<file path="src/hdl/hcmd_pkg.sv">
// constants, codes and register map for the host command block
// Summary of operation
// - copy test code a2; arguments are byte count, source address, destination address.
// - copy reads one unit from source, then writes it to destination, until count bytes are moved.
// - copy data passes through the host data register, never the queues.
// - link keeps running but its DMA service is held during copy.
// - semaphore goes to ff when copy ends; no pass/fail is reported.
// - dump writes registers into a 650-byte area, then semaphore ff.
// - dump image uses fixed displacements, e.g. 114 and 118 for pointers.
// - word f4 holds acknowledge variable or filter mask word two.
// - off-line code 44 disables transmit, receive, timeouts; semaphore ff after.
// - off-line in bus error state acknowledges the error.
// - on-line code 45 enables receive and transmit; semaphore ff after.
// - reload code 46 refreshes parameters; semaphore ff at acceptance.
// - reloaded parameters take effect only at their next use.
// - new pad time applies when the next frame transmission starts.
// - new nonstandard control applies at next nonstandard frame.
// - new idle timer value applies at next timer start or restart.
// - dump command has its own code, 20.
// - semaphore goes fe on any command, ff after completion or acceptance.
// - test commands run on-line or off-line; ignored in bus error state.
package hcmd_pkg;
	localparam logic [7:0]  OP_COPY     = 8'ha2;
	localparam logic [7:0]  OP_DUMP     = 8'h20;
	localparam logic [7:0]  OP_OFFLINE  = 8'h44;
	localparam logic [7:0]  OP_ONLINE   = 8'h45;
	localparam logic [7:0]  OP_RELOAD   = 8'h46;
	localparam logic [7:0]  SEM_BUSY    = 8'hfe;
	localparam logic [7:0]  SEM_READY   = 8'hff;
	localparam logic [7:0]  REG_CMD     = 8'h00;
	localparam logic [7:0]  REG_SEM     = 8'h04;
	localparam logic [7:0]  REG_DATA    = 8'h08;
	localparam logic [7:0]  REG_GCB     = 8'h0c;
	localparam logic [7:0]  REG_CFG     = 8'h10;
	localparam logic [7:0]  REG_STAT    = 8'h14;
	localparam logic [7:0]  REG_TXNEXT  = 8'h18;
	localparam logic [7:0]  REG_TXLLT   = 8'h1c;
	localparam int          CFG_BUS16   = 0;
	localparam int          ST_ONLINE   = 0;
	localparam int          ST_BUSERR   = 1;
	localparam int          ST_BUSY     = 2;
	localparam int          ST_DMAHOLD  = 3;
	localparam logic [31:0] GCB_ARG1    = 32'h0000_0010;
	localparam logic [31:0] GCB_RELOAD  = 32'h0000_0040;
	localparam logic [6:0]  ARGS_COPY   = 7'd12;
	localparam logic [6:0]  ARGS_DUMP   = 7'd8;
	localparam logic [6:0]  RELOAD_LEN  = 7'd5;
	localparam logic [15:0] DUMP_LEN    = 16'd650;
	localparam logic [15:0] DISP_RXK    = 16'h00f2;
	localparam logic [15:0] DISP_SHARED = 16'h00f4;
	localparam logic [15:0] DISP_NONSTD = 16'h00fc;
	localparam logic [15:0] DISP_REV    = 16'h00fe;
	localparam logic [15:0] DISP_TXNEXT = 16'h0114;
	localparam logic [15:0] DISP_TXLLT  = 16'h0118;
	localparam logic [1:0]  RESP_OKAY   = 2'h0;
	localparam logic [1:0]  RESP_SLVERR = 2'h2;
	typedef enum {HC_IDLE, HC_FETCH, HC_COPY_RD, HC_COPY_WR, HC_DUMP_WR} hcmd_state_t;
endpackage

</file>
<file path="src/hdl/hcmd_axil_slave.sv">
// axi4-lite slave handshake for the command block registers
`timescale 1ns/1ps
module hcmd_axil_slave import hcmd_pkg::*; #(
	parameter int AW = 8
) (
	input  wire logic          clk,
	input  wire logic          rst,
	input  wire logic [AW-1:0] s_axi_awaddr,
	input  wire logic          s_axi_awvalid,
	output logic               s_axi_awready,
	input  wire logic [31:0]   s_axi_wdata,
	input  wire logic [3:0]    s_axi_wstrb,
	input  wire logic          s_axi_wvalid,
	output logic               s_axi_wready,
	output logic [1:0]         s_axi_bresp,
	output logic               s_axi_bvalid,
	input  wire logic          s_axi_bready,
	input  wire logic          s_axi_arvalid,
	output logic               s_axi_arready,
	output logic [31:0]        s_axi_rdata,
	output logic [1:0]         s_axi_rresp,
	output logic               s_axi_rvalid,
	input  wire logic          s_axi_rready,
	input  wire logic          wr_ok,
	input  wire logic          rd_ok,
	input  wire logic [31:0]   rd_data,
	output logic               wr_en,
	output logic [AW-1:0]      wr_addr,
	output logic [31:0]        wr_data,
	output logic [3:0]         wr_strb
);
	logic aw_full_ff;
	logic w_full_ff;
	logic bvalid_ff;
	logic rvalid_ff;
	logic [1:0] bresp_ff;
	logic [1:0] rresp_ff;
	logic [31:0] rdata_ff;

	// address and data are taken in either order; response waits for both
	assign s_axi_awready = !aw_full_ff && !bvalid_ff;
	assign s_axi_wready  = !w_full_ff && !bvalid_ff;
	assign wr_en         = aw_full_ff && w_full_ff && !bvalid_ff;
	assign s_axi_bvalid  = bvalid_ff;
	assign s_axi_bresp   = bresp_ff;
	assign s_axi_arready = !rvalid_ff;
	assign s_axi_rvalid  = rvalid_ff;
	assign s_axi_rresp   = rresp_ff;
	assign s_axi_rdata   = rdata_ff;

	always_ff @(posedge clk) begin
		if (rst) begin
			aw_full_ff <= 1'b0;
			wr_addr    <= '0;
		end else if (s_axi_awvalid && s_axi_awready) begin
			aw_full_ff <= 1'b1;
			wr_addr    <= s_axi_awaddr;
		end else if (wr_en) begin
			aw_full_ff <= 1'b0;
		end
	end

	always_ff @(posedge clk) begin
		if (rst) begin
			w_full_ff <= 1'b0;
			wr_data   <= '0;
			wr_strb   <= '0;
		end else if (s_axi_wvalid && s_axi_wready) begin
			w_full_ff <= 1'b1;
			wr_data   <= s_axi_wdata;
			wr_strb   <= s_axi_wstrb;
		end else if (wr_en) begin
			w_full_ff <= 1'b0;
		end
	end

	always_ff @(posedge clk) begin
		if (rst) begin
			bvalid_ff <= 1'b0;
			bresp_ff  <= RESP_OKAY;
		end else if (wr_en) begin
			bvalid_ff <= 1'b1;
			bresp_ff  <= wr_ok ? RESP_OKAY : RESP_SLVERR;
		end else if (s_axi_bready) begin
			bvalid_ff <= 1'b0;
		end
	end

	// read data is sampled at the address handshake
	always_ff @(posedge clk) begin
		if (rst) begin
			rvalid_ff <= 1'b0;
			rresp_ff  <= RESP_OKAY;
			rdata_ff  <= '0;
		end else if (s_axi_arvalid && s_axi_arready) begin
			rvalid_ff <= 1'b1;
			rresp_ff  <= rd_ok ? RESP_OKAY : RESP_SLVERR;
			rdata_ff  <= rd_ok ? rd_data : '0;
		end else if (s_axi_rready) begin
			rvalid_ff <= 1'b0;
		end
	end
endmodule

</file>
<file path="src/hdl/hcmd_reload_shadow.sv">
// reloadable parameter: new value waits until the parameter is next used
`timescale 1ns/1ps
module hcmd_reload_shadow #(
	parameter int W = 16
) (
	input  wire logic         clk,
	input  wire logic         rst,
	input  wire logic         load,
	input  wire logic [W-1:0] load_val,
	input  wire logic         use_evt,
	output logic [W-1:0]      value
);
	logic         pend_ff;
	logic [W-1:0] pend_val_ff;

	// a load in the same cycle as a use is kept for the following use
	always_ff @(posedge clk) begin
		if (rst) begin
			pend_ff     <= 1'b0;
			pend_val_ff <= '0;
		end else if (load) begin
			pend_ff     <= 1'b1;
			pend_val_ff <= load_val;
		end else if (use_evt) begin
			pend_ff     <= 1'b0;
		end
	end

	always_ff @(posedge clk) begin
		if (rst) begin
			value <= '0;
		end else if (use_evt && pend_ff) begin
			value <= pend_val_ff;
		end
	end
endmodule

</file>
<file path="src/hdl/hcmd_core.sv">
// host test and state command interpreter with dma master port
`timescale 1ns/1ps
module hcmd_core import hcmd_pkg::*; #(
	parameter int          AW       = 8,
	parameter logic [15:0] REVISION = 16'h0001 // arbitrary value
) (
	input  wire logic          clk,
	input  wire logic          rst,
	input  wire logic [AW-1:0] s_axi_awaddr,
	input  wire logic [2:0]    s_axi_awprot,
	input  wire logic          s_axi_awvalid,
	output logic               s_axi_awready,
	input  wire logic [31:0]   s_axi_wdata,
	input  wire logic [3:0]    s_axi_wstrb,
	input  wire logic          s_axi_wvalid,
	output logic               s_axi_wready,
	output logic [1:0]         s_axi_bresp,
	output logic               s_axi_bvalid,
	input  wire logic          s_axi_bready,
	input  wire logic [AW-1:0] s_axi_araddr,
	input  wire logic [2:0]    s_axi_arprot,
	input  wire logic          s_axi_arvalid,
	output logic               s_axi_arready,
	output logic [31:0]        s_axi_rdata,
	output logic [1:0]         s_axi_rresp,
	output logic               s_axi_rvalid,
	input  wire logic          s_axi_rready,
	output logic               mem_req,
	output logic               mem_we,
	output logic [31:0]        mem_addr,
	output logic [15:0]        mem_wdata,
	output logic [1:0]         mem_be,
	input  wire logic          mem_ack,
	input  wire logic [15:0]   mem_rdata,
	input  wire logic          bus_error,
	input  wire logic          filter_mode,
	input  wire logic [15:0]   rx_k_or_mask1,
	input  wire logic [15:0]   rx_ack_var,
	input  wire logic [15:0]   filter_mask_w2,
	input  wire logic          tx_frame_start,
	input  wire logic          nonstd_frame_evt,
	input  wire logic          idle_timer_start,
	output logic               tx_enable,
	output logic               rx_enable,
	output logic               timeout_enable,
	output logic               link_dma_hold,
	output logic [7:0]         pad_time_sel,
	output logic [15:0]        nonstd_ctrl,
	output logic [15:0]        idle_link_timer
);
	hcmd_state_t  state_ff;
	logic         wr_en;
	logic [AW-1:0] wr_addr;
	logic [31:0]  wr_data;
	logic [3:0]   wr_strb;
	logic         wr_ok;
	logic         rd_ok;
	logic [31:0]  rd_data;
	logic [7:0]   semaphore_reg;
	logic [7:0]   command_reg;
	logic         go_ff;
	logic [31:0]  host_data_reg;
	logic [31:0]  gcb_ptr_ff;
	logic         bus16_ff;
	logic         online_ff;
	logic         bus_err_ff;
	logic [31:0]  tx_next_ptr_ff;
	logic [31:0]  tx_link_table_ptr;
	logic [31:0]  fetch_addr_ff;
	logic [6:0]   fetch_left_ff;
	logic [95:0]  fetch_sh_ff;
	logic [95:0]  fetch_nxt;
	logic [31:0]  len_ff;
	logic [31:0]  src_ff;
	logic [31:0]  dst_ff;
	logic [1:0]   cur_n_ff;
	logic [31:0]  dump_base_ff;
	logic [15:0]  disp_ff;
	logic         reload_load;
	logic [1:0]   unit_n;
	logic [7:0]   rd_byte;
	logic [31:0]  dump_addr;
	logic [15:0]  dump_hw;
	logic         cmd_hit;

	// one unit per access: halfword on a 16-bit bus when aligned and two bytes remain
	function automatic logic [1:0] unit_size(input logic b16, input logic a0,
		input logic [31:0] left);
		unit_size = (b16 && !a0 && left > 32'd1) ? 2'd2 : 2'd1;
	endfunction

	function automatic logic [31:0] merge32(input logic [31:0] old, input logic [31:0] nv,
		input logic [3:0] be);
		for (int i = 0; i < 4; i++) begin
			merge32[i*8 +: 8] = be[i] ? nv[i*8 +: 8] : old[i*8 +: 8];
		end
	endfunction

	// dump image byte at a displacement, high byte at the even address
	function automatic logic [7:0] dump_byte(input logic [15:0] d, input logic [31:0] nxt,
		input logic [31:0] llt, input logic [15:0] rxk, input logic [15:0] shw,
		input logic [15:0] nsc);
		logic [15:0] hw;
		hw = 16'h0000;
		dump_byte = 8'h00;
		if (d[15:1] == DISP_RXK[15:1]) hw = rxk;
		if (d[15:1] == DISP_SHARED[15:1]) hw = shw;
		if (d[15:1] == DISP_NONSTD[15:1]) hw = nsc;
		if (d[15:1] == DISP_REV[15:1]) hw = REVISION;
		dump_byte = d[0] ? hw[7:0] : hw[15:8];
		if (d[15:2] == DISP_TXNEXT[15:2]) dump_byte = nxt[(3 - d[1:0]) * 8 +: 8];
		if (d[15:2] == DISP_TXLLT[15:2]) dump_byte = llt[(3 - d[1:0]) * 8 +: 8];
	endfunction

	hcmd_axil_slave #(.AW(AW)) u_axil (
		.clk           (clk),
		.rst           (rst),
		.s_axi_awaddr  (s_axi_awaddr),
		.s_axi_awvalid (s_axi_awvalid),
		.s_axi_awready (s_axi_awready),
		.s_axi_wdata   (s_axi_wdata),
		.s_axi_wstrb   (s_axi_wstrb),
		.s_axi_wvalid  (s_axi_wvalid),
		.s_axi_wready  (s_axi_wready),
		.s_axi_bresp   (s_axi_bresp),
		.s_axi_bvalid  (s_axi_bvalid),
		.s_axi_bready  (s_axi_bready),
		.s_axi_arvalid (s_axi_arvalid),
		.s_axi_arready (s_axi_arready),
		.s_axi_rdata   (s_axi_rdata),
		.s_axi_rresp   (s_axi_rresp),
		.s_axi_rvalid  (s_axi_rvalid),
		.s_axi_rready  (s_axi_rready),
		.wr_ok         (wr_ok),
		.rd_ok         (rd_ok),
		.rd_data       (rd_data),
		.wr_en         (wr_en),
		.wr_addr       (wr_addr),
		.wr_data       (wr_data),
		.wr_strb       (wr_strb)
	);

	always_comb begin
		wr_ok = 1'b1;
		unique case (wr_addr[7:0])
			REG_CMD, REG_DATA, REG_GCB, REG_CFG, REG_TXNEXT, REG_TXLLT: wr_ok = 1'b1;
			default: wr_ok = 1'b0;
		endcase
	end

	always_comb begin
		rd_ok   = 1'b1;
		rd_data = 32'h0000_0000;
		unique case (s_axi_araddr[7:0])
			REG_CMD:    rd_data = {24'h000000, command_reg};
			REG_SEM:    rd_data = {24'h000000, semaphore_reg};
			REG_DATA:   rd_data = host_data_reg;
			REG_GCB:    rd_data = gcb_ptr_ff;
			REG_CFG:    rd_data = {31'h0, bus16_ff};
			REG_STAT:   rd_data = {28'h0, link_dma_hold, state_ff != HC_IDLE,
				bus_err_ff, online_ff};
			REG_TXNEXT: rd_data = tx_next_ptr_ff;
			REG_TXLLT:  rd_data = tx_link_table_ptr;
			default:    rd_ok   = 1'b0;
		endcase
	end

	// commands written while one is in progress are dropped
	assign cmd_hit = wr_en && wr_addr[7:0] == REG_CMD && wr_strb[0]
		&& state_ff == HC_IDLE && !go_ff;

	always_ff @(posedge clk) begin
		if (rst) begin
			command_reg <= 8'h00;
			go_ff       <= 1'b0;
		end else begin
			go_ff <= cmd_hit;
			if (cmd_hit) command_reg <= wr_data[7:0];
		end
	end

	always_ff @(posedge clk) begin
		if (rst) begin
			gcb_ptr_ff        <= '0;
			bus16_ff          <= 1'b0;
			tx_next_ptr_ff    <= '0;
			tx_link_table_ptr <= '0;
		end else if (wr_en) begin
			if (wr_addr[7:0] == REG_GCB) gcb_ptr_ff <= merge32(gcb_ptr_ff, wr_data, wr_strb);
			if (wr_addr[7:0] == REG_CFG && wr_strb[0]) bus16_ff <= wr_data[CFG_BUS16];
			if (wr_addr[7:0] == REG_TXNEXT)
				tx_next_ptr_ff <= merge32(tx_next_ptr_ff, wr_data, wr_strb);
			if (wr_addr[7:0] == REG_TXLLT)
				tx_link_table_ptr <= merge32(tx_link_table_ptr, wr_data, wr_strb);
		end
	end

	always_ff @(posedge clk) begin
		if (rst) begin
			semaphore_reg <= SEM_READY;
		end else if (cmd_hit) begin
			semaphore_reg <= SEM_BUSY;
		end else if (go_ff) begin
			if ((command_reg == OP_COPY || command_reg == OP_DUMP) && !bus_err_ff)
				semaphore_reg <= SEM_BUSY;
			else
				semaphore_reg <= SEM_READY;
		end else if (state_ff == HC_FETCH && mem_ack && fetch_left_ff == {5'h0, unit_n}
			&& command_reg == OP_COPY && fetch_nxt[95:64] == 32'h0) begin
			semaphore_reg <= SEM_READY;
		end else if (state_ff == HC_COPY_WR && mem_ack && len_ff == {30'h0, cur_n_ff}) begin
			semaphore_reg <= SEM_READY;
		end else if (state_ff == HC_DUMP_WR && mem_ack && disp_ff + {14'h0, unit_n} == DUMP_LEN) begin
			semaphore_reg <= SEM_READY;
		end
	end

	// error from the bus wins over the acknowledge in the same cycle
	always_ff @(posedge clk) begin
		if (rst) begin
			online_ff  <= 1'b0;
			bus_err_ff <= 1'b0;
		end else begin
			if (go_ff && command_reg == OP_OFFLINE) begin
				online_ff  <= 1'b0;
				bus_err_ff <= 1'b0;
			end
			if (go_ff && command_reg == OP_ONLINE) online_ff <= 1'b1;
			if (bus_error) bus_err_ff <= 1'b1;
		end
	end

	assign tx_enable      = online_ff && !bus_err_ff;
	assign rx_enable      = online_ff && !bus_err_ff;
	assign timeout_enable = online_ff && !bus_err_ff;
	// link dma is starved for the whole copy; long counts stall the link
	assign link_dma_hold  = state_ff == HC_COPY_RD || state_ff == HC_COPY_WR
		|| (state_ff == HC_FETCH && command_reg == OP_COPY);

	assign dump_addr = dump_base_ff + {16'h0, disp_ff};
	assign dump_hw   = {dump_byte(disp_ff, tx_next_ptr_ff, tx_link_table_ptr, rx_k_or_mask1,
		filter_mode ? filter_mask_w2 : rx_ack_var, nonstd_ctrl),
		dump_byte(disp_ff + 16'd1, tx_next_ptr_ff, tx_link_table_ptr, rx_k_or_mask1,
		filter_mode ? filter_mask_w2 : rx_ack_var, nonstd_ctrl)};

	always_comb begin
		unit_n = 2'd1;
		unique case (state_ff)
			HC_IDLE:    unit_n = 2'd1;
			HC_FETCH:   unit_n = unit_size(bus16_ff, fetch_addr_ff[0], {25'h0, fetch_left_ff});
			HC_COPY_RD: unit_n = unit_size(bus16_ff, src_ff[0], len_ff);
			HC_COPY_WR: unit_n = cur_n_ff;
			HC_DUMP_WR: unit_n = unit_size(bus16_ff, dump_addr[0], {16'h0, DUMP_LEN - disp_ff});
		endcase
	end

	always_comb begin
		mem_req   = state_ff != HC_IDLE;
		mem_we    = state_ff == HC_COPY_WR || state_ff == HC_DUMP_WR;
		mem_addr  = fetch_addr_ff;
		mem_wdata = 16'h0000;
		mem_be    = 2'b00;
		unique case (state_ff)
			HC_IDLE, HC_FETCH: mem_addr = fetch_addr_ff;
			HC_COPY_RD:        mem_addr = src_ff;
			HC_COPY_WR:        mem_addr = dst_ff;
			HC_DUMP_WR:        mem_addr = dump_addr;
		endcase
		if (state_ff == HC_COPY_WR)
			mem_wdata = unit_n == 2'd2 ? host_data_reg[15:0] : {2{host_data_reg[7:0]}};
		if (state_ff == HC_DUMP_WR)
			mem_wdata = unit_n == 2'd2 ? dump_hw : {2{dump_hw[15:8]}};
		if (unit_n == 2'd2) mem_be = 2'b11;
		else if (bus16_ff && !mem_addr[0]) mem_be = 2'b10;
		else mem_be = 2'b01;
	end

	// an 8-bit bus and odd addresses on a 16-bit bus return the byte in the low lane
	assign rd_byte = (bus16_ff && !mem_addr[0]) ? mem_rdata[15:8] : mem_rdata[7:0];

	// argument shifter with the unit now being acknowledged; last bytes land in the low end
	assign fetch_nxt = unit_n == 2'd2 ? {fetch_sh_ff[79:0], mem_rdata}
		: {fetch_sh_ff[87:0], rd_byte};

	assign reload_load = state_ff == HC_FETCH && mem_ack && command_reg == OP_RELOAD
		&& fetch_left_ff == {5'h0, unit_n};

	always_ff @(posedge clk) begin
		if (rst) begin
			state_ff      <= HC_IDLE;
			fetch_addr_ff <= '0;
			fetch_left_ff <= '0;
			fetch_sh_ff   <= '0;
			len_ff        <= '0;
			src_ff        <= '0;
			dst_ff        <= '0;
			cur_n_ff      <= 2'd1;
			dump_base_ff  <= '0;
			disp_ff       <= '0;
			host_data_reg <= '0;
		end else begin
			if (wr_en && wr_addr[7:0] == REG_DATA && state_ff == HC_IDLE)
				host_data_reg <= merge32(host_data_reg, wr_data, wr_strb);
			unique case (state_ff)
				HC_IDLE: begin
					if (go_ff && !bus_err_ff && command_reg == OP_COPY) begin
						state_ff      <= HC_FETCH;
						fetch_addr_ff <= gcb_ptr_ff + GCB_ARG1;
						fetch_left_ff <= ARGS_COPY;
					end else if (go_ff && !bus_err_ff && command_reg == OP_DUMP) begin
						state_ff      <= HC_FETCH;
						fetch_addr_ff <= gcb_ptr_ff + GCB_ARG1;
						fetch_left_ff <= ARGS_DUMP;
					end else if (go_ff && command_reg == OP_RELOAD) begin
						state_ff      <= HC_FETCH;
						fetch_addr_ff <= gcb_ptr_ff + GCB_RELOAD;
						fetch_left_ff <= RELOAD_LEN;
					end
				end
				HC_FETCH: begin
					if (mem_ack) begin
						fetch_sh_ff   <= fetch_nxt;
						fetch_addr_ff <= fetch_addr_ff + {30'h0, unit_n};
						fetch_left_ff <= fetch_left_ff - {5'h0, unit_n};
						if (fetch_left_ff == {5'h0, unit_n}) begin
							state_ff <= HC_IDLE;
							if (command_reg == OP_COPY) begin
								len_ff   <= fetch_nxt[95:64];
								src_ff   <= fetch_nxt[63:32];
								dst_ff   <= fetch_nxt[31:0];
								state_ff <= fetch_nxt[95:64] == 32'h0 ? HC_IDLE : HC_COPY_RD;
							end
							if (command_reg == OP_DUMP) begin
								dump_base_ff <= fetch_nxt[31:0];
								disp_ff      <= 16'h0000;
								state_ff     <= HC_DUMP_WR;
							end
						end
					end
				end
				HC_COPY_RD: begin
					if (mem_ack) begin
						host_data_reg <= unit_n == 2'd2 ? {16'h0000, mem_rdata}
							: {24'h000000, rd_byte};
						cur_n_ff      <= unit_n;
						src_ff        <= src_ff + {30'h0, unit_n};
						state_ff      <= HC_COPY_WR;
					end
				end
				HC_COPY_WR: begin
					if (mem_ack) begin
						dst_ff   <= dst_ff + {30'h0, cur_n_ff};
						len_ff   <= len_ff - {30'h0, cur_n_ff};
						state_ff <= len_ff == {30'h0, cur_n_ff} ? HC_IDLE : HC_COPY_RD;
					end
				end
				HC_DUMP_WR: begin
					if (mem_ack) begin
						disp_ff  <= disp_ff + {14'h0, unit_n};
						if (disp_ff + {14'h0, unit_n} == DUMP_LEN) state_ff <= HC_IDLE;
					end
				end
			endcase
		end
	end

	hcmd_reload_shadow #(.W(8)) u_pad (
		.clk      (clk),
		.rst      (rst),
		.load     (reload_load),
		.load_val (fetch_nxt[39:32]),
		.use_evt  (tx_frame_start),
		.value    (pad_time_sel)
	);

	hcmd_reload_shadow #(.W(16)) u_nonstd (
		.clk      (clk),
		.rst      (rst),
		.load     (reload_load),
		.load_val (fetch_nxt[31:16]),
		.use_evt  (nonstd_frame_evt),
		.value    (nonstd_ctrl)
	);

	hcmd_reload_shadow #(.W(16)) u_idle (
		.clk      (clk),
		.rst      (rst),
		.load     (reload_load),
		.load_val (fetch_nxt[15:0]),
		.use_evt  (idle_timer_start),
		.value    (idle_link_timer)
	);
endmodule

</file>
<file path="config.mk">
export PLATFORM = sky130hd
export DESIGN_NAME = hcmd_core
export DESIGN_NICKNAME = d
export VERILOG_FILES = /design/src/hdl/hcmd_pkg.sv /design/src/hdl/hcmd_axil_slave.sv /design/src/hdl/hcmd_reload_shadow.sv /design/src/hdl/hcmd_core.sv
export SDC_FILE = /design/constraint.sdc
export NUM_CORES = 2
export LEC_CHECK = 0
export ABC_CLOCK_PERIOD_IN_PS = 5700
export BUFFER_PORTS_ARGS = -buffer_cell sky130_fd_sc_hd__buf_2
export CORE_MARGIN = 1.5
export CORE_UTILIZATION = 26
export CTS_CLUSTER_SIZE = 16
export DETAILED_ROUTE_END_ITERATION = 10
export PLACE_DENSITY = 0.41
export SYNTH_ARGS = -nofsm -noshare
export SYNTH_HDL_FRONTEND = slang
export SYNTH_SLANG_ARGS = --single-unit
</file>
<file path="constraint.sdc">
create_clock -name clk -period 5.7 [get_ports clk]
set_input_delay 1.71 -clock clk [delete_from_list [all_inputs] [get_ports clk]]
set_output_delay 1.71 -clock clk [all_outputs]
set_load 0.01 [all_outputs]
</file>
==> PnR_summary.wiki <==
{| class="wikitable"
! Metric !! Value
|-
| Post-route insts no fill || roughly 6000
|-
| Final worst path period share || a little over nine tenths
|-
| Share of synthesized cell area in and, or, nand and nor gates || between 20% and 30%
|-
| First-pass GRT wire length || 214 mm
|-
| Post-Route Skew || between 0.07 and 0.08 ns
|-
| Synth warnings || 0
|-
| Mux cell area share after synthesis || 10.2%
|-
| Met3 routed wirelength || 12.9 mm
|-
| Sequential cell area fraction in the yosys report || 35.4%
|-
| Slowest cell on the critical path || or4_4
|-
| Proportion of register bits with asynchronous set or reset after synthesis || 0%
|-
| Top-area cell type share of the netlist area || 35.4%
|-
| Xor/xnor cell area share of the yosys netlist || ~1.8%
|-
| Max-slew headroom || about 22%
|-
| Area overhead of the layout relative to synthesis || 19.2%
|-
| Via count || approximately 33000
|-
| PortBufs || ~260
|-
| Nature of the critical path startpoint || flop
|-
| Top cells by area in the synthesized netlist || dfxtp_1, mux2i_1, nor2_1
|-
| Critical Path Fanout Max || 13
|-
| Maximum single-stage delay on the critical path || about 0.60 ns
|-
| Cell Pwr Density || 243 mW/mm²
|-
| Combinational family with the most area after synthesis || compound AO/OA/AOI/OAI gates
|-
| Routed metal-1 wire length || between 60 and 70 mm
|-
| Achievable Freq || 178 MHz
|-
| Hold violation count in the final report || 0
|-
| Synth Register Bits || slightly below 600
|-
| Worst skew pair latency || around 0.7 ns
|-
| Endpoint required time on the critical path || between 3 and 4 ns
|-
| Highest ir drop seen on vdd || 0.000232 V
|-
| Highest metal layer with signal wires || met5
|-
| Largest delay contributor family on the critical path || simple AND/OR/NAND/NOR gates
|-
| Max-slew violation count || 0
|-
| CTS root buf || clkbuf_16
|-
| Total core area || 0.126 mm²
|-
| Type of the worst min-delay path || reg2reg
|-
| Post-synthesis share of cell area spent on full adders, half adders and majority gates || around 1.7%
|-
| Post-synth EDFFs || 0
|-
| Transition time at the pin with the least slew margin || about 1.1 ns
|-
| Total standard cell area after synthesis || around 0.033 mm²
|-
| Shortest period the worst path allows || around 5.6 ns
|-
| Power, Total || 9.53 mW
|-
| Capturing element type of the critical path || output pin
|-
| Die Width || 359 µm
|-
| IO Count || 272
|-
| Ratio of cells with drive above 1 in the final layout || roughly 16%
|-
| Full die area || around 0.13 mm²
|-
| Congestion Overflow GR || 0
|-
| CTS H-tree depth || 3
|-
| Post-synthesis area per instance || between 7 and 8 µm²
|-
| Chip Height || 359 µm
|-
| Complex-gate fraction of the synthesized area || 24.8%
|-
| Pin count of the biggest net entering global routing || approximately 190
|-
| Row count || between 100 and 150
|-
| Aggregate global-route resource usage || around 22%
|-
| Type of the worst setup path || reg2out
|-
| Inserted Clock Buffers || slightly below 80
|-
| Cell total after placement || around 5900
|-
| Router iterations before antenna repair || 5
|-
| Routability-driven placement congestion ratio || between 0.9 and 1
|-
| Min setup slack post-route || ~0.082 ns
|-
| Detailed Route Iter0 Violations || slightly above 3000
|-
| Clk slew on worst S/H paths || about 0.060 ns
|-
| Number of flip-flops under the largest register name || 88
|-
| Clock tree buffer depth || 3
|-
| Mean routed wirelength per cell || between 20 and 25 µm
|-
| Post-DRT Antenna Nets || 0
|-
| Wirelength, routed || around 150 mm
|-
| Synthesized netlist cell count || 4134
|-
| Filler Cell Count || 13600
|-
| Critical path, cell by cell || or4_4 -> or3_4 -> o41ai_4 -> buf_4 -> a221o_2 -> nor3_4 -> buf_4 -> nor3_4 -> inv_2 -> buf_2
|-
| Routed wl met2 || 62.7 mm
|-
| RSZ-0062 raised after global routing || yes
|-
| Starting Density || 26.2%
|-
| Outcome || finished, final reports clean
|-
| Dominant cell type by area after synthesis || dfxtp_1
|-
| Leakage || approximately 14 nW
|-
| Vias per std cell || between 5 and 6
|-
| Dominant register cell in the synthesized netlist || dfxtp_1
|-
| Count of distinct cell types in the synthesized netlist || 93
|-
| DP Wirelength || 109 mm
|-
| Buf+Inv Stages, Crit Path || 4
|-
| CTS tree || yes
|-
| Vias in the first global route || about 30000
|-
| Placement-stage worst setup slack || 0.112 ns
|-
| Register with the most flip-flops || fetch_sh_ff
|-
| Final count of negative-setup-slack endpoints || 0
|-
| Number of antenna violations at the first check in global routing || 19
|-
| Total number of clock tree sinks || between 500 and 600
|-
| # nets final || approximately 4500
|-
| DRC violations left || 0
|-
| Signal arrival time at the worst endpoint || just under 4 ns
|-
| Max Cap Viol || 0
|}
## synthesized netlist by cell type (8+ instances only)
cell type / count
a211oi_1: 167
a21o_1: 48
a21oi_1: 339
a221oi_1: 27
a22oi_1: 109
a311oi_1: 43
a31oi_1: 39
and2_1: 47
and3_1: 47
and4_1: 15
buf_1: 17
buf_2: 22
clkbuf_1: 287
dfxtp_1: 582
ha_1: 34
inv_1: 58
mux2_2: 16
mux2i_1: 235
mux4_2: 31
nand2_1: 390
nand2b_1: 12
nand3_1: 163
nand3b_1: 8
nand4_1: 32
nand4b_1: 8
nor2_1: 537
nor2b_1: 25
nor3_1: 98
nor3b_1: 12
nor4_1: 53
nor4b_1: 8
o2111ai_1: 12
o211ai_1: 23
o21a_1: 10
o21ai_0: 283
o221ai_1: 19
o22ai_1: 15
o2bb2ai_1: 8
o31a_1: 9
or2_2: 9
or3_1: 15
or4_1: 8
xnor2_1: 41
xor2_1: 28
## worst reg2reg max path, cell delays in order, from the launching register on
cell,delay [ns]
dfxtp_1,0.37
or4_4,0.60
or3_4,0.41
o41ai_4,0.35
buf_4,0.20
a221o_2,0.24
nor3_4,0.07
nor2_1,0.22
buf_4,0.24
ha_1,0.26
nand2_1,0.07
nor4_1,0.05
buf_4,0.17
nand2_1,0.09
buf_4,0.17
nor2_2,0.07
buf_4,0.17
nor2_2,0.81
o21ai_0,0.30
buf_4,0.20
a221oi_1,0.26
## power breakdown
group          total, mW  switching [mW]  internal [mW]
logic              0.363           0.252          0.111
clock network       5.01            2.11           2.90
registers           4.15          0.0542           4.10
## layer usage
metal  GRT usage (%)  up-vias
met2            32.2     1183
met1            32.1    16100
met3            6.16      204
li1                -    15600
met4            6.92       14
met5               0        -
## cell type report
class / instances / area [µm²] / area share [%]
Antenna cell: 1 / 2.50 / 0.00638
Timing Repair Buffer: 435 / 2740 / 6.98
Multi-Input combinational cell: 3157 / 19900 / 50.8
Clock inverter: 31 / 418 / 1.07
Clock buffer: 104 / 2180 / 5.56
Tap cell: 1650 / 2060 / 5.27
Inverter: 60 / 225 / 0.574
Sequential cell: 582 / 11700 / 29.7
## kinds of logic after synthesis
logic type | Yosys count
adder cells (fa/ha/maj) | 41
buffers and inverters | 396
flip-flops | 582
AO/OA/AOI/OAI | 1252
AND/OR/NAND/NOR | 1506
other | 1
multiplexers | 287
XOR/XNOR | 69
## stage by stage
stage / setup TNS [ns] / hold slack (ns) / instance area (µm²) / util (%)
5_1_grt: -0.0501 / 0.467 / 39200 / 31.2
2_1_floorplan: 0 / 0.432 / 32900 / -
3_5_place_dp: 0 / 0.445 / 36400 / 29.0
4_1_cts: -0.00349 / 0.453 / 39100 / 31.1
3_3_place_gp: 0 / 0.440 / 36400 / 29.0
6_report: 0 / 0.449 / 39200 / 31.2
## worst paths after layout
check | from | end | slack [ns] | cells past startpoint
setup / recovery | len_ff[21] | mem_be[0] | 0.08 | 10
hold / removal | u_idle.value[1] | u_idle.value[1] | 0.45 | 2
setup reg to reg | len_ff[21] | dst_ff[18] | 0.31 | 20
hold reg to reg | u_idle.value[1] | u_idle.value[1] | 0.45 | 2
## placed cells by master (no fill, tap or decap), drive strengths merged, types with 16 or more instances in the layout
cell    count
a211oi    168
inv        63
nor3      101
and2       48
buf       435
mux2       16
nor2b      25
and3       47
ha         34
nand2     390
clkinv     17
a311oi     43
a31oi      39
xor2       28
o21ai     288
dfxtp     582
xnor2      41
mux2i     240
a22oi     109
mux4       31
nand3     163
nand4      32
a21o       48
or3        16
nor4       53
a21oi     339
o211ai     23
nor2      538
o221ai     19
clkbuf    104
a221oi     27
## what timing repair did
item                                    in CTS  in global routing
resized for setup                           25                 21
buffers inserted                             0                  3
pin swaps                                    7                  5
hold buffers                                 0                  0
endpoints found under the setup margin      20                 28
Note: power is estimated with default switching activity, not from simulation.
